**src/verilog/mgb_defs.svh**
```systemverilog
// Purpose: Offsets, field positions, reset values and timing counts of the mixer gain and beep bank.
// Assumes: 16-bit registers reached by their printed offsets on a 7-bit register port.
// Notes: Definitions only.
`ifndef MGB_DEFS_SVH
`define MGB_DEFS_SVH

`define MGB_NREG 9
`define MGB_ADDR_RESET 7'h00
`define MGB_ADDR_MONO 7'h06
`define MGB_ADDR_BEEP 7'h0A
`define MGB_ADDR_PHONE 7'h0C
`define MGB_ADDR_MIC 7'h0E
`define MGB_ADDR_LINE 7'h10
`define MGB_ADDR_CD 7'h12
`define MGB_ADDR_AUX 7'h16
`define MGB_ADDR_DAC 7'h18
`define MGB_ADDR_RECSRC 7'h1A

`define MGB_RST_MONO 16'h8000
`define MGB_RST_BEEP 16'h8000
`define MGB_RST_PHONE 16'h8008
`define MGB_RST_STEREO 16'h8888
`define MGB_RST_RECSRC 16'h0000

`define MGB_MASK_MONO 16'h801F
`define MGB_MASK_BEEP 16'hDFFE
`define MGB_MASK_MIC 16'h9FDF
`define MGB_MASK_STEREO 16'h9F9F
`define MGB_MASK_RECSRC 16'h0707

// Arbitrary identification value returned by the reset register.
`define MGB_ID_CODE 16'h0000

`define MGB_BIT_MUTE 15
`define MGB_BIT_BEEP_SRC 14
`define MGB_BIT_RMUTE 7
`define MGB_BIT_BOOST 6

`define MGB_SYS_HZ 25000000
`define MGB_TICK_HZ 48000
`define MGB_TICK_CYC ((`MGB_SYS_HZ) / (`MGB_TICK_HZ))

`endif

```
**src/verilog/mgb_pkg.sv**
```systemverilog
// Purpose: Types shared by the mixer gain and beep bank.
// Assumes: Constants live in mgb_defs.svh.
// Notes: Nothing here is imported; users write mgb_pkg::name.
package mgb_pkg;

  typedef logic [15:0] mgb_word_type;

  typedef enum logic [1:0] {
    MGB_BOOST_20DB,
    MGB_BOOST_10DB,
    MGB_BOOST_30DB,
    MGB_BOOST_30DB_ALT
  } mgb_boost_type;

endpackage

```
**src/verilog/mgb_mixer_regs.sv**
```systemverilog
// Purpose: Mixer gain, record source and beep generator register bank of an audio codec.
// Assumes: Register port strobes are synchronous one-cycle pulses on clk_sys.
// Notes: Outputs are registered; reads answer one cycle after the strobe.
`include "mgb_defs.svh"

module mgb_mixer_regs (
  input wire logic clk_sys,
  input wire logic rstn,
  input wire logic regWrite,
  input wire logic regRead,
  input wire logic [6:0] regAddr,
  input wire logic [15:0] regWrData,
  input wire logic [1:0] micBoostLevel,
  output logic [15:0] regRdData,
  output logic regRdValid,
  output logic [4:0] monoAtten,
  output logic monoOn,
  output logic [3:0] beepAtten,
  output logic beepTone,
  output logic beepAnalogPass,
  output logic beepResetBypass,
  output logic [4:0] phoneGain,
  output logic phoneOn,
  output logic [9:0] micGain,
  output logic [1:0] micOn,
  output logic [4:0] micBoostDb,
  output logic [9:0] lineGain,
  output logic [1:0] lineOn,
  output logic [9:0] cdGain,
  output logic [1:0] cdOn,
  output logic [9:0] auxGain,
  output logic [1:0] auxOn,
  output logic [9:0] dacGain,
  output logic [1:0] dacOn,
  output logic [2:0] leftRecordSource,
  output logic [2:0] rightRecordSource
);

  localparam logic [6:0] ADDR_TAB [`MGB_NREG] = '{`MGB_ADDR_MONO, `MGB_ADDR_BEEP, `MGB_ADDR_PHONE,
    `MGB_ADDR_MIC, `MGB_ADDR_LINE, `MGB_ADDR_CD, `MGB_ADDR_AUX, `MGB_ADDR_DAC, `MGB_ADDR_RECSRC};
  localparam logic [15:0] RST_TAB [`MGB_NREG] = '{`MGB_RST_MONO, `MGB_RST_BEEP, `MGB_RST_PHONE,
    `MGB_RST_STEREO, `MGB_RST_STEREO, `MGB_RST_STEREO, `MGB_RST_STEREO, `MGB_RST_STEREO, `MGB_RST_RECSRC};
  localparam logic [15:0] MASK_TAB [`MGB_NREG] = '{`MGB_MASK_MONO, `MGB_MASK_BEEP, `MGB_MASK_MONO,
    `MGB_MASK_MIC, `MGB_MASK_STEREO, `MGB_MASK_STEREO, `MGB_MASK_STEREO, `MGB_MASK_STEREO, `MGB_MASK_RECSRC};
  localparam logic [9:0] TICK_LAST = 10'(`MGB_TICK_CYC - 1);
  localparam logic [11:0] HALF_ONE = 12'(2 * `MGB_TICK_CYC - 1);
  localparam logic [11:0] HALF_TWO = 12'(4 * `MGB_TICK_CYC - 1);

  mgb_pkg::mgb_word_type regs_q [`MGB_NREG];
  logic [9:0] tickCnt_q;
  logic tick48k_q;
  logic [9:0] toneCnt_q;
  logic toneSq_q;
  logic [15:0] beepReg;
  logic [15:0] micReg;
  logic [7:0] beepDiv;
  logic [9:0] toneLast;
  logic toneSqSeen_q;
  logic [15:0] beepRegSeen_q;
  logic [11:0] toneGap_q;
  logic toneGapValid_q;
  logic toneFlip;
  logic beepRegMoved;
  logic toneGapOk;
  logic [9:0] tickGap_q;
  logic tickSeen_q;

  assign beepReg = regs_q[1];
  assign micReg = regs_q[3];
  assign beepDiv = beepReg[12:5];
  assign toneLast = {1'b0, beepDiv, 1'b0} - 10'h001;
  assign toneFlip = toneSq_q != toneSqSeen_q;
  assign beepRegMoved = beepReg != beepRegSeen_q;
  assign toneGapOk = toneGapValid_q & ~beepRegMoved;

  // Register writes, masked so reserved bits stay zero; a write to address 0x00 restores defaults.
  always_ff @(posedge clk_sys)
  begin
    for (int i = 0; i < `MGB_NREG; i++)
    begin
      if (!rstn || (regWrite && regAddr == `MGB_ADDR_RESET))
        regs_q[i] <= RST_TAB[i];
      else if (regWrite && regAddr == ADDR_TAB[i])
        regs_q[i] <= regWrData & MASK_TAB[i];
    end
  end

  // Register reads answer one cycle after the strobe; unmapped offsets read zero.
  always_ff @(posedge clk_sys)
  begin
    if (!rstn)
    begin
      regRdData <= 16'h0000;
      regRdValid <= 1'b0;
    end
    else
    begin
      regRdValid <= regRead;
      if (regRead)
      begin
        regRdData <= (regAddr == `MGB_ADDR_RESET) ? `MGB_ID_CODE : 16'h0000;
        for (int i = 0; i < `MGB_NREG; i++)
        begin
          if (regAddr == ADDR_TAB[i])
            regRdData <= regs_q[i];
        end
      end
    end
  end

  // 48 kHz enable pulse derived from the system clock.
  always_ff @(posedge clk_sys)
  begin
    if (!rstn)
    begin
      tickCnt_q <= 10'h000;
      tick48k_q <= 1'b0;
    end
    else
    begin
      tick48k_q <= (tickCnt_q == TICK_LAST);
      tickCnt_q <= (tickCnt_q == TICK_LAST) ? 10'h000 : tickCnt_q + 10'h001;
    end
  end

  // Square wave toggles every 2N ticks, so the period is 4N ticks of 48 kHz.
  always_ff @(posedge clk_sys)
  begin
    if (!rstn || beepDiv == 8'h00)
    begin
      toneCnt_q <= 10'h000;
      toneSq_q <= 1'b0;
    end
    else if (tick48k_q)
    begin
      if (toneCnt_q >= toneLast)
      begin
        toneCnt_q <= 10'h000;
        toneSq_q <= ~toneSq_q;
      end
      else
        toneCnt_q <= toneCnt_q + 10'h001;
    end
  end

  // Beep routing: source select, mute and the reset bypass path.
  always_ff @(posedge clk_sys)
  begin
    if (!rstn)
    begin
      beepResetBypass <= 1'b1;
      beepTone <= 1'b0;
      beepAnalogPass <= 1'b0;
      beepAtten <= 4'h0;
    end
    else
    begin
      beepResetBypass <= 1'b0;
      beepTone <= toneSq_q & ~beepReg[`MGB_BIT_MUTE] & ~beepReg[`MGB_BIT_BEEP_SRC];
      beepAnalogPass <= ~beepReg[`MGB_BIT_MUTE] & beepReg[`MGB_BIT_BEEP_SRC];
      beepAtten <= beepReg[4:1];
    end
  end

  // Mixer path controls; a mute bit clears the channel enable whatever the gain holds.
  always_ff @(posedge clk_sys)
  begin
    if (!rstn)
    begin
      monoAtten <= 5'h00;
      monoOn <= 1'b0;
      phoneGain <= 5'h08;
      phoneOn <= 1'b0;
      micGain <= 10'h108;
      micOn <= 2'h0;
      lineGain <= 10'h108;
      lineOn <= 2'h0;
      cdGain <= 10'h108;
      cdOn <= 2'h0;
      auxGain <= 10'h108;
      auxOn <= 2'h0;
      dacGain <= 10'h108;
      dacOn <= 2'h0;
      leftRecordSource <= 3'h0;
      rightRecordSource <= 3'h0;
    end
    else
    begin
      monoAtten <= regs_q[0][4:0];
      monoOn <= ~regs_q[0][`MGB_BIT_MUTE];
      phoneGain <= regs_q[2][4:0];
      phoneOn <= ~regs_q[2][`MGB_BIT_MUTE];
      micGain <= {micReg[12:8], micReg[4:0]};
      micOn <= {~micReg[`MGB_BIT_MUTE], ~micReg[`MGB_BIT_RMUTE]};
      lineGain <= {regs_q[4][12:8], regs_q[4][4:0]};
      lineOn <= {~regs_q[4][`MGB_BIT_MUTE], ~regs_q[4][`MGB_BIT_RMUTE]};
      cdGain <= {regs_q[5][12:8], regs_q[5][4:0]};
      cdOn <= {~regs_q[5][`MGB_BIT_MUTE], ~regs_q[5][`MGB_BIT_RMUTE]};
      auxGain <= {regs_q[6][12:8], regs_q[6][4:0]};
      auxOn <= {~regs_q[6][`MGB_BIT_MUTE], ~regs_q[6][`MGB_BIT_RMUTE]};
      dacGain <= {regs_q[7][12:8], regs_q[7][4:0]};
      dacOn <= {~regs_q[7][`MGB_BIT_MUTE], ~regs_q[7][`MGB_BIT_RMUTE]};
      leftRecordSource <= regs_q[8][10:8];
      rightRecordSource <= regs_q[8][2:0];
    end
  end

  // Microphone boost in dB; software keeps it off for line-level sources.
  always_ff @(posedge clk_sys)
  begin
    if (!rstn)
      micBoostDb <= 5'h00;
    else if (!micReg[`MGB_BIT_BOOST])
      micBoostDb <= 5'h00;
    else
    begin
      case (mgb_pkg::mgb_boost_type'(micBoostLevel))
        mgb_pkg::MGB_BOOST_20DB: micBoostDb <= 5'h14;
        mgb_pkg::MGB_BOOST_10DB: micBoostDb <= 5'h0A;
        default: micBoostDb <= 5'h1E;
      endcase
    end
  end

  // Checker helpers measure tone toggle and 48 kHz pulse spacing apart from the divider logic.
  always_ff @(posedge clk_sys)
  begin
    if (!rstn)
    begin
      toneSqSeen_q <= 1'b0;
      beepRegSeen_q <= `MGB_RST_BEEP;
    end
    else
    begin
      toneSqSeen_q <= toneSq_q;
      beepRegSeen_q <= beepReg;
    end
  end

  always_ff @(posedge clk_sys)
  begin
    if (!rstn || toneFlip || beepRegMoved)
      toneGap_q <= 12'h000;
    else if (toneGap_q != 12'hFFF)
      toneGap_q <= toneGap_q + 12'h001;
  end

  always_ff @(posedge clk_sys)
  begin
    if (!rstn || beepRegMoved)
      toneGapValid_q <= 1'b0;
    else if (toneFlip)
      toneGapValid_q <= 1'b1;
  end

  always_ff @(posedge clk_sys)
  begin
    if (!rstn || tick48k_q)
      tickGap_q <= 10'h000;
    else
      tickGap_q <= tickGap_q + 10'h001;
  end

  always_ff @(posedge clk_sys)
  begin
    if (!rstn)
      tickSeen_q <= 1'b0;
    else if (tick48k_q)
      tickSeen_q <= 1'b1;
  end
endmodule // mgb_mixer_regs

```
**config.mk**
```make
export PLATFORM = sky130hd
export DESIGN_NAME = mgb_mixer_regs
export DESIGN_NICKNAME = d
export VERILOG_FILES = /design/src/verilog/mgb_pkg.sv /design/src/verilog/mgb_mixer_regs.sv
export VERILOG_INCLUDE_DIRS = /design/src /design/src/verilog
export SDC_FILE = /design/constraint.sdc
export NUM_CORES = 1
export LEC_CHECK = 0
export ABC_AREA = 1
export BUFFER_PORTS_ARGS = -buffer_cell sky130_fd_sc_hd__buf_4
export CAP_MARGIN = 20
export CORE_ASPECT_RATIO = 0.5
export CORE_UTILIZATION = 50
export DETAILED_ROUTE_END_ITERATION = 10
export HOLD_SLACK_MARGIN = 0.06
export MAX_ROUTING_LAYER = met4
export PLACE_DENSITY = 0.72
export REMOVE_ABC_BUFFERS = 1
export SETUP_SLACK_MARGIN = 0.4
export SLEW_MARGIN = 40
export SYNTH_ARGS = -nofsm -noshare
export SYNTH_HDL_FRONTEND = slang
export SYNTH_SLANG_ARGS = --single-unit
```
**constraint.sdc**
```tcl
create_clock -name clk_sys -period 2.89 [get_ports clk_sys]
set_input_delay 0 -clock clk_sys [delete_from_list [all_inputs] [get_ports clk_sys]]
set_output_delay 0 -clock clk_sys [all_outputs]
set_load 0.005 [all_outputs]
```
=== Word-level counts from Yosys, hierarchy flattened ===
Memories as Yosys holds them, arrays and structs flattened.
Index checks and enable logic that the tools add are counted.

* $add $sub $neg: 3
* Magnitude comparators: 1
* Reduce and logical (&&, ||, !) cells: 19
* Muxes and demuxes: 50
* Bitwise logic cells: 28
* Equality and inequality tests: 11

{| class="wikitable"
|+ Operators with widths
! operator !! count
|-
| $mux 16 || 9
|-
| $mux 15 || 9
|-
| $eq 7x5->1 const B || 5
|-
| $mux 1 || 30
|-
| $eq 7x4->1 const B || 3
|-
| $add 10x1->10 const B || 2
|-
| $not 1->1 || 16
|-
| $eq 10x10->1 const B || 1
|-
| $ge 10x10->1 || 1
|-
| $logic_and 1x1->1 || 10
|-
| $mux 10 || 1
|-
| $pmux 5 s2 || 1
|-
| $sub 9x1->10 const B || 1
|-
| $or 1x1->1 || 9
|-
| $logic_not 8->1 || 1
|-
| $eq 7x3->1 const B || 1
|-
| $logic_not 7->1 || 1
|-
| $reduce_and 2->1 || 2
|-
| $and 1x1->1 || 3
|-
| $eq 2x1->1 const B || 1
|-
| $logic_not 2->1 || 1
|-
| $logic_or 1x1->1 || 2
|-
| $reduce_or 2->1 || 1
|-
| $logic_not 1->1 || 1
|}

* Output and inout bits: 107
* Input bits: 29
* Word-level logic and storage cells: 140
* Bits in registers: 129
* Memories: 1
* Bits in writable memories: 135

{| class="wikitable"
|+ Memory list
! memory !! depth !! bits a word !! rd ports !! clocked after Yosys merged registers in !! wr ports !! line !! source
|-
| regs_q || 9 || 15 || 9 || 0 || 9 || mgb_mixer_regs.sv:49 || <nowiki>mgb_pkg::mgb_word_type regs_q [`MGB_NREG];</nowiki>
|}

=== Depth between registers and ports, before layout ===
Gate-level depths: netlist (run 1).

* Depth after elaboration: 10
* Depth in mapped cells: 13
* Gate-level depth less buffers: 13

=== Least setup slack after synthesis (run 1) ===
Ideal clock, no wire load.

* Path type: register -> register
* Start: memory regs_q[1][5] in the netlist's numbering
* End: register toneCnt_q[0]
* Buffers on the path: 0
* Period minus slack after synthesis: 2,301 ps
* Data arrival time: 2,220 ps
* Cell stages (with the launch flop): 13
* Path slack: 589 ps
* Setup time: 82 ps
* Data required time: 2,808 ps
* Cells stage by stage: edfxtp_1 inv_1 ha_1 nand2_1 nor3_1 nand3_1 ha_1 a21oi_1 o21a_1 nand3_1 nand2_1 nand3_1 nor3b_1

{| class="wikitable"
|+ RTL lines
! element !! line !! source
|-
| start: declaration || mgb_mixer_regs.sv:49 ||
|-
| end signal: assignment || mgb_mixer_regs.sv:142 || <nowiki>toneCnt_q <= toneCnt_q + 10'h001;</nowiki>
|-
| end: declaration || mgb_mixer_regs.sv:52 || <nowiki>logic [9:0] toneCnt_q;</nowiki>
|}

==> key figures, run 1 <==
Outcome
  – Outcome: completed

Detailed routing
  – Iter 0 DRT Violations: 533
  – Pre-antenna DRT Iters: 5
  – Post-DR wirelength/cell: approximately 16 µm
  – Post-route ant nets: 0
  – DR DRC count: 0
  – Via count: a little under 7000
  – Vias per cell: around 5
  – Total wire length: 21.3 mm

Place
  – Placer congestion estimate: 0.881
  – IO Port Bufs: 132
  – DP Wirelength: 15.1 mm

Power
  – Total Power: 6560 µW
  – Pleak: between 0.005 and 0.006 µW
  – Sw frac: 22.0%
  – Logic pwr share: roughly 6.6%
  – Power Internal: 5120 µW
  – Maximum vdd drop: around 0.00035 V
  – Sw power: 1440 µW
  – Clk network pwr share: 41.3%
  – Power Density: 608 nW/µm²
  – Register share of total power: 52.1%

Clock network
  – Root Driver: clkbuf_16
  – CTS tree: yes
  – Maximum clock insertion buffer count: 3
  – CTS Sinks: 218
  – Clk_lat worst skew: 0.49 ns
  – Clock transition at path regs: roughly 0.070 ns
  – Num CTS Buffers: 20
  – Max H-tree Level: 1

Die
  – CORE AREA: 16600 µm²
  – IO Count: between 100 and 150
  – Row count: 33
  – Die Footprint: 17800 µm²
  – Initial Utilization: 51.8%
  – Die height: 94.7 µm
  – Width of the die: 187 µm

Synth
  – Netlist cell types: 37
  – Cells after Synth: between 900 and 1000
  – Yosys reg bits: 218
  – Sequential area share after synthesis: 61.6%
  – Ys async rst share: 0%
  – Post-synthesis cell area: 8600 µm²
  – Yosys Warn Count: 0
  – Post-synth EDFFs: 93
  – Avg Synthesized Cell Area: 9.01 µm²
  – Ys flop type: dfxtp_1

Critical path
  – CP cell instances: inv_2 -> ha_2 -> nand2_2 -> nor3_4 -> nand3_2 -> ha_1 -> a21oi_1 -> o21a_1 -> nand3_2 -> nand2_2 -> nand3_4 -> nor3b_1
  – Critical Path Fanout Max: 9
  – Worst Setup End Kind: flop
  – Startpoint types: flop
  – CP max stage cell: edfxtp_1
  – Critical Path RT: 3.30 ns
  – Setup CP Type: reg2reg
  – Worst EP arrival: 2.78 ns
  – Delay of the slowest cell on the worst path: about 0.40 ns

Global route
  – First-pass GRT wire length: 33.0 mm
  – Gr usage total: roughly a quarter
  – Pin count of the biggest net entering global routing: 77
  – Initial antenna violation count: 0
  – Grt total ovfl: 0
  – Vias in the first global route: between 6000 and 7000

Min path
  – Hold crit path type: in2reg

Cells and area
  – Most frequent cells in the layout: 230 x nand2_1, 144 x nor2_1, 141 x buf_4
  – Commonest non-fill, non-tap cell in the layout: nand2_1
  – Layout Utilization: 65.0%
  – Fillcell total: 1379
  – Fraction of layout cells with a size suffix above 1: 20.2%
  – Diodes inserted: 0
  – Multi-input gate area: 2640 µm²
  – Register cell area after layout: 5300 µm²
  – Area overhead of the layout relative to synthesis: 25.5%
  – Nets: 1159

STA
  – Slew Limit Headroom: 53.5%
  – Post-layout min period: 2.37 ns
  – Final worst-path cycle share: around four fifths
  – RSZ-0062 raised after global routing: false
  – Fmax: 423 MHz
  – Clk_skew: roughly 0.012 ns
  – Hold Violations, Final: 0
  – Setup TNS: 0 ns
  – Slew at the pin closest to its max-slew limit: between 0.6 and 0.7 ns
  – Final setup fails: 0
  – Fin. max-slew vios: 0

Flow run
  – Max-Cap Viols: 0
Yosys cell counts, types with 5 or more instances:
library cell	count	share of area, %
nand2_1	232	10
nor2_1	144	6.3
inv_1	127	5.5
dfxtp_1	125	29
edfxtp_1	93	32
a21oi_1	40	2.3
nand3_1	38	2.2
inv_2	22	0.96
o21ai_0	17	0.99
clkbuf_1	12	0.52
ha_1	12	1.7
nor3_1	11	0.64
xor2_1	10	1.0
nand2_2	7	0.51
nor2_2	7	0.51
nor2_4	6	0.79
buf_4	5	0.44
clkinv_1	5	0.22
nand3b_1	5	0.44
power groups by stage:
stage / registers [µW] / logic (µW) / clock network (µW)
after floorplan: 3470 / 158 / 0
after global placement: 3480 / 395 / 0
after detailed placement: 3480 / 401 / 0
after CTS: 3420 / 428 / 2730
after global routing: 3430 / 479 / 2860
final: 3420 / 433 / 2710
layer usage:
layer | GRT usage, % | up-vias | wire [µm]
li1 | - | 3295 | -
met1 | 33.9 | 3205 | 9790
met2 | 39.1 | 265 | 9520
met3 | 4.27 | 34 | 1660
met4 | 5.62 | 0 | 330
met5 | - | - | 0
sequential cells by signal (all words and copies together) (netlist names), 3 cells and up:
signal,count
auxGain,10
beepAtten,4
cdGain,10
dacGain,10
leftRecordSource,3
lineGain,10
micGain,10
monoAtten,5
phoneGain,5
regRdData,15
regs_q,93
rightRecordSource,3
tickCnt_q,10
toneCnt_q,10
cells by family after synthesis:
kind of cell	Yosys count	synth area share, %
and+or+nand+nor	469	23.1
DFF	218	61.6
adders and majority gates	12	1.75
other	1	0.0436
xor gates and xnor gates	12	1.22
AOI/OAI and AO/OA	63	3.99
buffers and inverters	179	8.35
critical path, delay by kind of cell, from the launching register on:
kind | cells | cell delay [ns]
AO/OA/AOI/OAI | 2 | 0.32
adder cells (fa/ha/maj) | 2 | 0.51
buffers and inverters | 1 | 0.09
flip-flops | 1 | 0.40
AND/OR/NAND/NOR | 7 | 0.98
metrics by stage:
stage               cells  instance area [µm²]  hold WS, ns  setup slack, ns
global placement     1295                 9780        0.193            0.302
finish               1359                10800        0.109            0.525
detailed placement   1295                 9780        0.198            0.199
global route         1359                10800        0.125            0.353
CTS                  1354                10700       0.0638            0.430
floorplan             930                 8460       0.0687            0.589
final timing paths:
| kind | endpoint | slack, ns | cells after the start | start |
|---|---|---|---|---|
| hold reg to reg | phoneOn | 0.43 | 1 | regs_q[2][14] |
| setup reg to reg | toneCnt_q[0] | 0.52 | 12 | regs_q[1][5] |
| setup / recovery | toneCnt_q[0] | 0.52 | 12 | regs_q[1][5] |
| hold / removal | regRdData[5] | 0.11 | 6 | regAddr[5] |
area by class of cell:
type / instances / area share (%)
inverter: 154 / 5.36
multi-input combinational: 558 / 24.4
tap: 227 / 2.63
clock buffer: 29 / 5.73
sequential: 218 / 49.1
clock inverter: 7 / 0.568
timing repair buffer: 166 / 12.2
what timing repair did:
action	in CTS	in global routing
endpoints found under the setup margin	9	11
pin swaps	1	3
cloned	0	0
setup buffers	0	3
hold buffers	23	1
hold endpoints to repair	102	20
gates resized for setup	5	6
No activity file was read; power rests on OpenSTA's default activity.
==> run 2, diff against run 1 <==
--- a/config.mk
+++ b/config.mk
@@ -14,7 +14,7 @@
 export DETAILED_ROUTE_END_ITERATION = 10
 export HOLD_SLACK_MARGIN = 0.06
 export MAX_ROUTING_LAYER = met4
-export PLACE_DENSITY = 0.72
+export PLACE_DENSITY = 0.75
 export REMOVE_ABC_BUFFERS = 1
 export SETUP_SLACK_MARGIN = 0.4
 export SLEW_MARGIN = 40
==> constraint.sdc (replaced) <==
create_clock -name clk_sys -period 2 [get_ports clk_sys]
set_input_delay 0 -clock clk_sys [delete_from_list [all_inputs] [get_ports clk_sys]]
set_output_delay 0 -clock clk_sys [all_outputs]
set_load 0.005 [all_outputs]
==> key figures, run 2 (synthesis results as in run 1) <==
Min path
  – Hold crit path type: in2reg
  – Hold Path Sink: toneCnt_q[3]
  – Hold Path Cell Cnt: 3
  – Hold Crit Start: rstn

Critical path
  – Startpoint types: flop
  – R2R Setup Slk: -0.27 ns
  – Critical Path RT: between 2 and 2.5 ns
  – R2R depth: 12
  – R2r startpoint: regs_q[1][5]
  – Worst EP arrival: 2.70 ns
  – Worst Setup End Kind: flop
  – Setup CP Type: reg2reg
  – Reg-to-Reg End: toneCnt_q[1]
  – Critical Path Fanout Max: 2

Detailed routing
  – Vias per cell: 5.13
  – Iter 0 DRT Violations: 699
  – DR DRC count: 0
  – Post-route ant nets: 0
  – Via count: 7168
  – Post-DR wirelength/cell: ~17 µm
  – Pre-antenna DRT Iters: 6
  – Total wire length: approximately 23 mm

Cells and area
  – Fraction of layout cells with a size suffix above 1: 23.5%
  – Most frequent cells in the layout: 228 x nand2_1, 164 x buf_4, 142 x nor2_1
  – Flip-flop count of the largest register after layout: 93
  – Area overhead of the layout relative to synthesis: 30.9%
  – Commonest non-fill, non-tap cell in the layout: nand2_1
  – Nets: approximately 1200
  – Diodes inserted: 0
  – Regs by FF count: regs_q x93, regRdData x15
  – Largest register by flop count: regs_q
  – Layout Utilization: 67.8%

STA
  – Post-layout min period: 2.27 ns
  – Hold_ws: -0.0524 ns
  – Clk_skew: 0.0146 ns
  – Fin. max-slew vios: 0
  – Final setup fails: 11
  – RSZ-0062 raised after global routing: true
  – Final worst-path cycle share: 114%
  – Worst setup margin: -0.271 ns
  – Fmax: around 440 MHz
  – Hold Violations, Final: 11

Global route
  – Vias in the first global route: ~6900
  – Gr usage total: 27.4%
  – Met3 Track Usage GR: 3.98%
  – First-pass GRT wire length: 36.1 mm
  – Grt met2 use: 43.6%
  – Met1 Track Usage GR: 37.4%
  – Initial antenna violation count: 0
  – Pin count of the biggest net entering global routing: 33
  – Grt total ovfl: 0
  – Layer with the highest usage: met2

Die
  – Initial Utilization: 51.8%
  – Row count: 33
  – Die height: 94.7 µm
  – Die Footprint: between 15000 and 20000 µm²
  – IO Count: 136
  – Width of the die: 187 µm
  – CORE AREA: 16600 µm²

Place
  – Worst slack, placed: -0.600 ns
  – DP Wirelength: 16.1 mm
  – IO Port Bufs: 132
  – Placer congestion estimate: a little under 0.9

Power
  – Maximum vdd drop: 0.000538 V
  – Power Density: 881 nW/µm²
  – Pleak: 0.00525 µW

Clock network
  – Clk_lat worst skew: 0.51 ns
  – CTS Sinks: 218
  – Root Driver: clkbuf_16
  – Clock transition at path regs: 0.07 ns
  – Max H-tree Level: 1
  – Num CTS Buffers: 20
  – Maximum clock insertion buffer count: 3
  – CTS tree: yes
  – Post-CTS Hold Buffers: 35

Outcome
  – Outcome: complete, but fails checks
  – Failing checks: negative hold slack, negative setup slack

Flow run
  – Max-Cap Viols: 0
## run 2: cell count changes in the layout (fill, tap and decap cells not counted), moves of 3 or more
cell           change
dlygate4sd3_1     +11
buf_4             +23
a21oi_1            -3
clkbuf_1           -4
a21oi_2            +3
bufinv_16          +3
ha_4               +3
## run 2: metal layers
metal / wire, µm / vias up / part of all wire, %
met4: 469 / 0 / 2.0
met5: 0 / - / 0
met3: 1940 / 48 / 8.2
li1: - / 3379 / -
met1: 10400 / 3417 / 44
met2: 10700 / 324 / 46
## run 2: per-stage QoR
step / total power [µW] / hold slack, ns / instance area, µm² / cells / setup TNS (ns)
2_1_floorplan: 5250 / 0.0687 / 8460 / 930 / -2.28
3_3_place_gp: 5630 / 0.193 / 9960 / 1319 / -4.00
3_5_place_dp: 5650 / 0.197 / 9960 / 1319 / -5.16
4_1_cts: 9920 / -0.0792 / 11200 / 1395 / -2.45
5_1_grt: 10200 / -0.0646 / 11300 / 1396 / -3.65
6_report: 9920 / -0.0524 / 11300 / 1396 / -2.32
## run 2: layout make-up
type                    instances  area, µm²
inverters                     154        578
clock inverters                13        179
multi-input cells             559       2740
well taps                     227        284
clock buffers                  23        564
repair buffers                202       1620
flip-flops and latches        218       5300
fillers                      1301       5340
## run 2: repair_timing
| action | in CTS | in global routing |
|---|---|---|
| hold endpoints to repair | 125 | 11 |
| pin swaps | 20 | 9 |
| setup buffers | 4 | 1 |
| resized for setup | 19 | 13 |
| endpoints found under the setup margin | 11 | 12 |
| cloned | 1 | 0 |
## run 2: worst max-delay path, cell delays in order (launching register included)
cell and delay, ns:
edfxtp_1 0.41, inv_2 0.12, buf_6 0.10, nand4_1 0.15
nor3_2 0.17, xor2_1 0.20, ha_1 0.26, nand2_2 0.08
o21a_1 0.16, nand3_2 0.11, buf_4 0.16, nand3b_1 0.14
a21oi_1 0.15
## run 2: worst max path at each step
stage	from	end	slack, ns	cells past startpoint
after floorplan	regs_q[1][5]	toneCnt_q[0]	-0.30	12
after global placement	regs_q[1][5]	toneCnt_q[5]	-0.46	12
after detailed placement	regs_q[1][5]	toneCnt_q[5]	-0.60	12
after CTS	regs_q[1][6]	toneCnt_q[5]	-0.27	12
after global routing	regs_q[1][5]	toneCnt_q[1]	-0.40	12
final	regs_q[1][5]	toneCnt_q[1]	-0.27	12
## run 2: power by group
group | leakage, µW | internal (µW) | switching, µW
logic | 0.00295 | 313 | 388
registers | 0.00193 | 4840 | 102
clock network | 0.000368 | 2560 | 1710
total | 0.00525 | 7720 | 2200
